File: src/design/dac_group_address_decoder_pkg.sv
// constants for the channel group address decoder
package dac_group_address_decoder_pkg;
    localparam int group_count = 4;
    localparam int regs_per_group = 10;
    localparam int channel_count = 40;
    localparam int addr_width = 8;
    localparam int data_width = 14;
    localparam int group_lsb = 4;
    localparam int index_msb = 3;
    localparam logic [3:0] group_all = 4'h0;
    localparam logic [3:0] last_index = 4'h9;
    localparam logic [13:0] soft_reset_code = 14'h3fff;
    localparam logic [1:0] sel_special = 2'h0;
    localparam logic [1:0] sel_gain = 2'h1;
    localparam logic [1:0] sel_offset = 2'h2;
    localparam logic [1:0] sel_data = 2'h3;
    localparam logic [39:0] no_channels = 40'h00_0000_0000;
    localparam logic [39:0] all_channels = 40'hff_ffff_ffff;
endpackage

File: src/design/dac_group_address_decoder.sv
// channel group address decoder: turns each host write into per-channel register strobes, or into a special-function pulse for select 00
// Notes on behaviour
// RULE1: every write carries an 8-bit channel address selecting individual registers.
// RULE2: two register-select bits choose data, offset, gain or special-function target.
// RULE3: address bits 7..4 are a group mask; zero means all 40 channels.
// RULE4: with all channels selected, address bits 3..0 are ignored.
// RULE5: address bits 3..0 index register 0 to 9 inside each selected group.
// RULE6: outputs power up cleared to test ground until the analog section is up.
// RULE7: select 01 targets gain registers; select 00 targets the special-function register.
// RULE8: special-function write of all ones is a soft reset to reference ground.
// RULE9: index values 10 to 15 select nothing unless all channels are selected.
`timescale 1ns/1ps
module dac_group_address_decoder #(
    parameter int channels = dac_group_address_decoder_pkg::channel_count,
    parameter int data_bits = dac_group_address_decoder_pkg::data_width
) (
    input wire logic clk, // system clock, 50 MHz
    input wire logic rst_n, // asynchronous reset, active low
    input wire logic ce, // clock enable, freezes all state when low
    input wire logic write_strobe, // one-cycle host write request
    input wire logic [7:0] channel_address, // group mask and register index
    input wire logic register_select_high, // register select bit 1
    input wire logic register_select_low, // register select bit 0
    input wire logic [data_bits-1:0] write_data, // value written
    input wire logic analog_ready, // analog section powered up
    output logic [channels-1:0] data_write, // per-channel input register strobe
    output logic [channels-1:0] offset_write, // per-channel offset register strobe
    output logic [channels-1:0] gain_write, // per-channel gain register strobe
    output logic [channels-1:0] step_write, // per-channel step adjust strobe
    output logic [data_bits-1:0] write_value, // data that goes with the strobes
    output logic soft_reset, // one-cycle soft reset pulse
    output logic special_function_write, // one-cycle special-function write pulse
    output logic output_clear // outputs held at test ground while high
);
    localparam int per_group = dac_group_address_decoder_pkg::regs_per_group;

    logic [1:0] select;
    logic [3:0] group_mask;
    logic [3:0] reg_index;
    logic [channels-1:0] target;
    logic step_mode;
    // next_ values are the combinational inputs of the per-concern registers
    logic next_step_mode;
    logic [channels-1:0] next_data_write;
    logic [channels-1:0] next_offset_write;
    logic [channels-1:0] next_gain_write;
    logic [channels-1:0] next_step_write;
    logic next_special;
    logic next_soft_reset;
    logic next_output_clear;

    assign select = {register_select_high, register_select_low}; // RULE2
    assign group_mask = channel_address[7:dac_group_address_decoder_pkg::group_lsb]; // RULE1 RULE3
    assign reg_index = channel_address[dac_group_address_decoder_pkg::index_msb:0]; // RULE1

    // a channel is hit when the whole device is addressed, or when its group is enabled
    // and the index names its register, so indices 10 to 15 reach a channel only when the whole device is addressed
    function automatic logic channel_hit(
        input logic [3:0] mask_now,
        input logic [3:0] index_now,
        input int grp,
        input int reg_no
    );
        logic hit;
        hit = 1'b0;
        if (mask_now == dac_group_address_decoder_pkg::group_all) begin
            hit = 1'b1; // RULE3 RULE4
        end else if (mask_now[grp] && index_now == 4'(reg_no)) begin
            hit = 1'b1; // RULE5 RULE9
        end
        return hit;
    endfunction

    // channel map: group g owns channels g*10 .. g*10+9
    // group A sits on bits 0 to 9 and group D on bits 30 to 39 of every strobe array
    genvar g;
    genvar r;
    generate
        for (g = 0; g < dac_group_address_decoder_pkg::group_count; g++) begin : grp
            for (r = 0; r < per_group; r++) begin : chn
                assign target[g*per_group+r] =
                    channel_hit(group_mask, reg_index, g, r); // RULE3 RULE5 RULE9
            end
        end
    endgenerate

    // a special-function write with a non-reset code and write_data bit 7 set arms step mode: the next data
    // writes then go to the step adjust registers instead of the input registers
    // step mode lasts until the next special-function write; a soft reset disarms it
    // as well, so data writes after a reset always land in the input registers
    always_comb begin
        next_step_mode = step_mode;
        if (write_strobe && select == dac_group_address_decoder_pkg::sel_special) begin
            next_step_mode = (write_data != dac_group_address_decoder_pkg::soft_reset_code)
                && write_data[7];
        end
    end

    always_ff @(posedge clk or negedge rst_n) begin
        if (!rst_n) begin
            step_mode <= 1'b0;
        end else if (ce) begin
            step_mode <= next_step_mode;
        end
    end

    // one routing function serves all four arrays so their decodes cannot drift apart;
    // the select code is compared whole, so no other code leaks into an array
    function automatic logic [channels-1:0] route(
        input logic [1:0] sel_now,
        input logic [1:0] sel_want,
        input logic [channels-1:0] map
    );
        logic [channels-1:0] result;
        result = '0;
        if (sel_now == sel_want) begin
            result = map;
        end
        return result;
    endfunction

    // strobe values for the coming cycle; each strobe lasts one enabled cycle
    always_comb begin
        next_data_write = '0;
        next_offset_write = '0;
        next_gain_write = '0;
        next_step_write = '0;
        next_special = 1'b0;
        next_soft_reset = 1'b0;
        // group mask and register index are already folded into target
        if (write_strobe) begin
            next_offset_write = route(select,
                dac_group_address_decoder_pkg::sel_offset, target);
            next_gain_write = route(select,
                dac_group_address_decoder_pkg::sel_gain, target); // RULE7
            if (step_mode) begin
                next_step_write = route(select,
                    dac_group_address_decoder_pkg::sel_data, target);
            end else begin
                next_data_write = route(select,
                    dac_group_address_decoder_pkg::sel_data, target);
            end
            if (select == dac_group_address_decoder_pkg::sel_special) begin
                next_special = 1'b1; // RULE7
                next_soft_reset = (write_data
                    == dac_group_address_decoder_pkg::soft_reset_code); // RULE8
            end
        end
    end

    // one register per strobe array; ce low holds every pulse, so a consumer that is
    // stalled by the same enable still sees it once it runs again
    // the cost is that a pulse can last several clocks while ce is low
    always_ff @(posedge clk or negedge rst_n) begin
        if (!rst_n) begin
            data_write <= '0;
        end else if (ce) begin
            data_write <= next_data_write;
        end
    end

    always_ff @(posedge clk or negedge rst_n) begin
        if (!rst_n) begin
            offset_write <= '0;
        end else if (ce) begin
            offset_write <= next_offset_write;
        end
    end

    always_ff @(posedge clk or negedge rst_n) begin
        if (!rst_n) begin
            gain_write <= '0;
        end else if (ce) begin
            gain_write <= next_gain_write;
        end
    end

    always_ff @(posedge clk or negedge rst_n) begin
        if (!rst_n) begin
            step_write <= '0;
        end else if (ce) begin
            step_write <= next_step_write;
        end
    end

    always_ff @(posedge clk or negedge rst_n) begin
        if (!rst_n) begin
            special_function_write <= 1'b0;
        end else if (ce) begin
            special_function_write <= next_special;
        end
    end

    always_ff @(posedge clk or negedge rst_n) begin
        if (!rst_n) begin
            soft_reset <= 1'b0;
        end else if (ce) begin
            soft_reset <= next_soft_reset;
        end
    end

    // clear follows the analog supply state one enabled clock later
    assign next_output_clear = !analog_ready; // RULE6

    // write_value keeps the last accepted data so a slow consumer can read it late
    always_ff @(posedge clk or negedge rst_n) begin
        if (!rst_n) begin
            write_value <= '0;
        end else if (ce && write_strobe) begin
            write_value <= write_data;
        end
    end

    // clear is released only once the analog side reports ready; it is not re-entered
    // on a soft reset, which drives the outputs to reference ground through the data path
    always_ff @(posedge clk or negedge rst_n) begin
        if (!rst_n) begin
            output_clear <= 1'b1; // RULE6
        end else if (ce) begin
            output_clear <= next_output_clear; // RULE6
        end
    end
endmodule // dac_group_address_decoder

File: config.mk
export PLATFORM = sky130hd
export DESIGN_NAME = dac_group_address_decoder
export DESIGN_NICKNAME = d
export VERILOG_FILES = /design/src/design/dac_group_address_decoder_pkg.sv /design/src/design/dac_group_address_decoder.sv
export SDC_FILE = /design/constraint.sdc
export NUM_CORES = 1
export LEC_CHECK = 0
export ABC_AREA = 0
export BUFFER_PORTS_ARGS = -buffer_cell sky130_fd_sc_hd__buf_2
export CAP_MARGIN = 20
export CORE_MARGIN = 5
export CORE_UTILIZATION = 40
export CTS_CLUSTER_SIZE = 24
export DETAILED_ROUTE_END_ITERATION = 10
export PLACE_DENSITY = 0.63
export SYNTH_ARGS = -nofsm -noshare
export SYNTH_HDL_FRONTEND = slang
export SYNTH_SLANG_ARGS = --single-unit
File: constraint.sdc
create_clock -name clk -period 1.35 [get_ports clk]
set_input_delay 0.2025 -clock clk [delete_from_list [all_inputs] [get_ports clk]]
set_output_delay 0.2025 -clock clk [all_outputs]
set_load 0.005 [all_outputs]
# After elaboration in Yosys (flattened, before gate mapping)
# Index checks and enable logic that the tools add are counted.
[op_classes] shift=0 n_mul=0 eq_ne=14 reduce_logical=48 magnitude_cmp=0 n_bitwise=0 div=0 add_sub_neg=0 mux=93
[ops] operator="$mux W40" count=9
[ops] operator="$mux W1" count=84
[ops] operator="$logic_and A1 B1 Y1" count=43
[ops] operator="$eq A4 B3 Y1 const B" count=4
[ops] operator="$eq A14 B14 Y1 const B" count=1
[ops] operator="$ne A14 B14 Y1 const B" count=1
[ops] operator="$eq A4 B2 Y1 const B" count=2
[ops] operator="$eq A4 B4 Y1 const B" count=2
[ops] operator="$logic_not A4 Y1" count=2
[ops] operator="$eq A2 B2 Y1 const B" count=2
[ops] operator="$eq A4 B1 Y1 const B" count=1
[ops] operator="$eq A2 B1 Y1 const B" count=1
[ops] operator="$logic_not A2 Y1" count=1
[ops] operator="$reduce_and A2 Y1" count=1
[ops] operator="$logic_not A1 Y1" count=1
[totals] in_bits=29 mem_bits_ro=0 mem_bits_rw=0 n_memories=0 latchBits=0 ff_bits=178 wordCells=164 output_inout_bits=177

# Longest topological paths before layout
[depth] word_depth=7 ltp_mapped=4 ltp_nobuf=3

# Worst setup path before layout
# No wires, ideal clock.
[synth_timing] path_kind="input to register" start="input write_data[3]" end="register step_mode" stages=3 n_path_buf=0 setup_ns=0.121 slack_ns=0.242 arrival_time_ns=0.987 t_required_ns=1.229 cell_sequence="nand4_1 -> or4_1 -> a22o_1"
[synth_between] elab_chain_len=2
[synth_rtl] item="from (decl)" line="dac_group_address_decoder.sv:24" source="input wire logic [data_bits-1:0] write_data,"
[synth_rtl] item="$ne A14 B14 Y1" line="dac_group_address_decoder.sv:94" source="next_step_mode = (write_data != dac_group_address_decoder_pkg::soft_reset_code)"
[synth_rtl] item="$logic_and A1 B1 Y1" line="dac_group_address_decoder.sv:95" source="&& write_data[7];"
[synth_rtl] item="to (signal assigned)" line="dac_group_address_decoder.sv:103" source="step_mode <= next_step_mode;"
[synth_rtl] item="to (decl)" line="dac_group_address_decoder.sv:41" source="logic step_mode;"
# Every way passes these cells.
# A chain may end at the register's enable or synchronous reset.

# Worst setup path after layout
[layout_timing] start="register output_clear" end="output output_clear"
[layout_lines] item="from (decl)" line="dac_group_address_decoder.sv:33" source="output logic output_clear"
[layout_lines] item="from (signal assigned)" line="dac_group_address_decoder.sv:220" source="output_clear <= next_output_clear;"
# No word-level cell between the ends.

==> qor.csv <==
metric,value,unit
outcome,finished clean,
Post-DRT Antenna Nets,0,
Starting Density,41.1,%
io pins,206,
crit path DAT,1060,ps
Seq pwr share,50.4,%
H-tree depth,4,
CTS tree,yes,
CTS buffer count,17,
Max Clock Freq,791,MHz
largest net degree at the start of global routing,86,
Post-Synth Adder-Cell Area,0,%
Worst setup SP type,register,
unrepaired setup endpoints after global routing,no,
clk_lat worst skew,420,ps
vias,5482,
mapped cell area,6860,um2
"CTS clk-pin slew, worst paths",70,ps
drt via density,5.04,
Final Hold Viols,0,
initial antenna violation count,2,
"delay-heaviest family, CP",flip-flops,
yosys warns,0,
"Largest stage delay, worst path",530,ps
Setup Skew,4.96,ps
I/O Buffers,205,
"Max stage delay cell, worst path",dfstp_2,
DRC Markers,0,
Worst-Margin Slew,733,ps
Final setup viols,0,
Synthesized Nets,661,
final worst setup slack,85.6,ps
period utilization,93.7,%
gr usage total,20.2,%
R2R setup slack,170,ps
drt pass-1 iters,4,
Synth Register Bits,178,
post-synth top area share,64.6,%
dpl cells,1051,
Final nets,881,
fill count,1511,
final critical-path required period,1260,ps
combinational family with the most area after synthesis,compound AO/OA/AOI/OAI gates,
Max clock buf depth,2,
Comb pwr share,7.8,%
critical-path cell list,buf_2,
Final Cell Area,9010,um2
clk root buf,clkbuf_16,
compound-gate portion of the synthesized area,18.0,%
Core Box Area,16700,um2
max_slew headroom,50.9,%
maximum VDD drop,0.000816,V
Yosys top cell by area,dfrtp_1,
multiplexer share of the synthesized area,2.28,%
GPL Wtd Cong,0.775,
path type of the worst setup path,register to primary output,
cell row count,47,
worst hold path type,input port to register,
post-route insts no fill,1087,
total power,11.0,mW
DP Area,8430,um2
max-slew violation count,0,
Clk network pwr share,41.9,%
internal power,8.30,mW
WL per Instance,18.3,um
Crit path required time,1150,ps
CP Max Fanout,2,
DIE AREA,19900,um2
area grow syn2layout,31.3,%
Die Span Y,141,um
post-synthesis sequential area ratio,64.9,%
Switching Share,24.2,%
wire length of the first global-routing pass,31.6,mm
net load switching power,2.65,mW
Netlist cell types,26,
Setup crit end kind,primary output,
total gr overflow,0,
vias in the first global route,5654,
power density over the cells,1220,nW/um2
CP bufs+invs,1,
DR iter-0 viols,264,
Die X-Extent,141,um
leakage power,4.41,nW
simple-gate share of the synthesized area,2.97,%
Syn Inst Count,632,
max cap viols,0,
total clock sinks,178,
share of layout cells above drive strength 1,33.8,%
Area contributors post-synth,"dfrtp_1, o22ai_1, inv_1",
Post-Syn Area per Cell,10.9,um2
XOR/XNOR Fraction of Synth Area,0,%
Placement Setup Slack,-571,ps
DPL Wire Length,13.5,mm
final wirelength,19.9,mm
-- cell type report --
class                      count  area [um2]  share of cell area [%]
clock inverter                11        80.1                   0.889
clock buffer                  21         470                    5.22
sequential                   178        4460                    49.5
timing repair buffer         245        1500                    16.7
tap                          220         275                    3.06
inverter                     164         616                    6.83
multi-input combinational    246        1600                    17.8
antenna                        2        5.00                  0.0556
-- sequential cells by signal (all words and copies together), names as in the netlist --
name and cells:
offset_write 40, step_mode 1, soft_reset 1, gain_write 40
step_write 40, special_function_write 1, data_write 40, write_value 14
output_clear 1
-- synthesized netlist by cell type (all sizes together) --
cell type and count:
dfrtp 177, inv 164, o22ai 161, a21oi 32
buf 23, clkbuf 21, mux2 13, a31oi 8
and3b 4, nand4 4, nor3b 4, nand2 3
nor2b 3, and2 2, nand3b 2, nor2 2
o21ai 2, a22o 1, dfstp 1, mux2i 1
nand4b 1, nand4bb 1, nor4 1, or4 1
-- cells in the final DEF (no fill, tap or decap), types with 8 or more instances in the layout --
master	instances
o22ai_1	161
a21oi_1	32
clkbuf_16	17
mux2_2	13
dfrtp_1	177
inv_1	164
buf_2	203
a31oi_1	8
buf_4	26
buf_12	13
-- routing by layer --
layer,GRT usage [%],vias to the layer above,routed length [um]
met1,26.7,2685,8740
met2,31.6,172,9300
met3,6.47,31,1460
li1,-,2594,-
met4,7.34,0,400
met5,0,-,0
-- kinds of logic (layout without fill, tap and decap cells) --
group / Yosys count / after routing
other: 0 / 2
DFF: 178 / 178
buffers and inverters: 208 / 441
and+or+nand+nor: 28 / 28
AOI/OAI and AO/OA: 204 / 204
muxes: 14 / 14
-- power by group through the flow --
stage | Combinational [mW] | Clock, mW | Sequential (mW)
floorplan | 0.343 | 0 | 5.62
global placement | 0.851 | 0 | 5.61
detailed placement | 0.856 | 0 | 5.61
CTS | 0.864 | 4.66 | 5.52
global route | 0.942 | 4.89 | 5.53
finish | 0.850 | 4.58 | 5.52
-- metrics by stage --
step | util (%) | hold slack (ps) | setup TNS, ps
3_3_place_gp | 50.4 | 119 | -47290
6_report | 53.9 | 21.5 | 0
2_1_floorplan | - | -93.1 | 0
3_5_place_dp | 50.4 | 121 | -55400
5_1_grt | 53.9 | 11.1 | 0
4_1_cts | 53.9 | 1.12 | 0
-- what timing repair did --
| action | in CTS | in global routing |
|---|---|---|
| resized for setup | 2 | 1 |
| endpoints found under the setup margin | 79 | 3 |
| hold buffers | 2 | 0 |
| buffers inserted | 0 | 0 |
| endpoints found under the hold margin | 106 | 0 |
-- worst paths after layout --
| path | startpoint | end | depth (start not counted) |
|---|---|---|---|
| max reg2reg | step_mode | data_write[39] | 3 |
| min | write_data[3] | write_value[3] | 2 |
| max | output_clear | output_clear | 1 |
| min in group asynchronous | rst_n | step_write[27] | 2 |
| max in group asynchronous | rst_n | output_clear | 3 |
| min reg2reg | output_clear | output_clear | 2 |
Note: power is estimated with default switching activity, not from simulation.
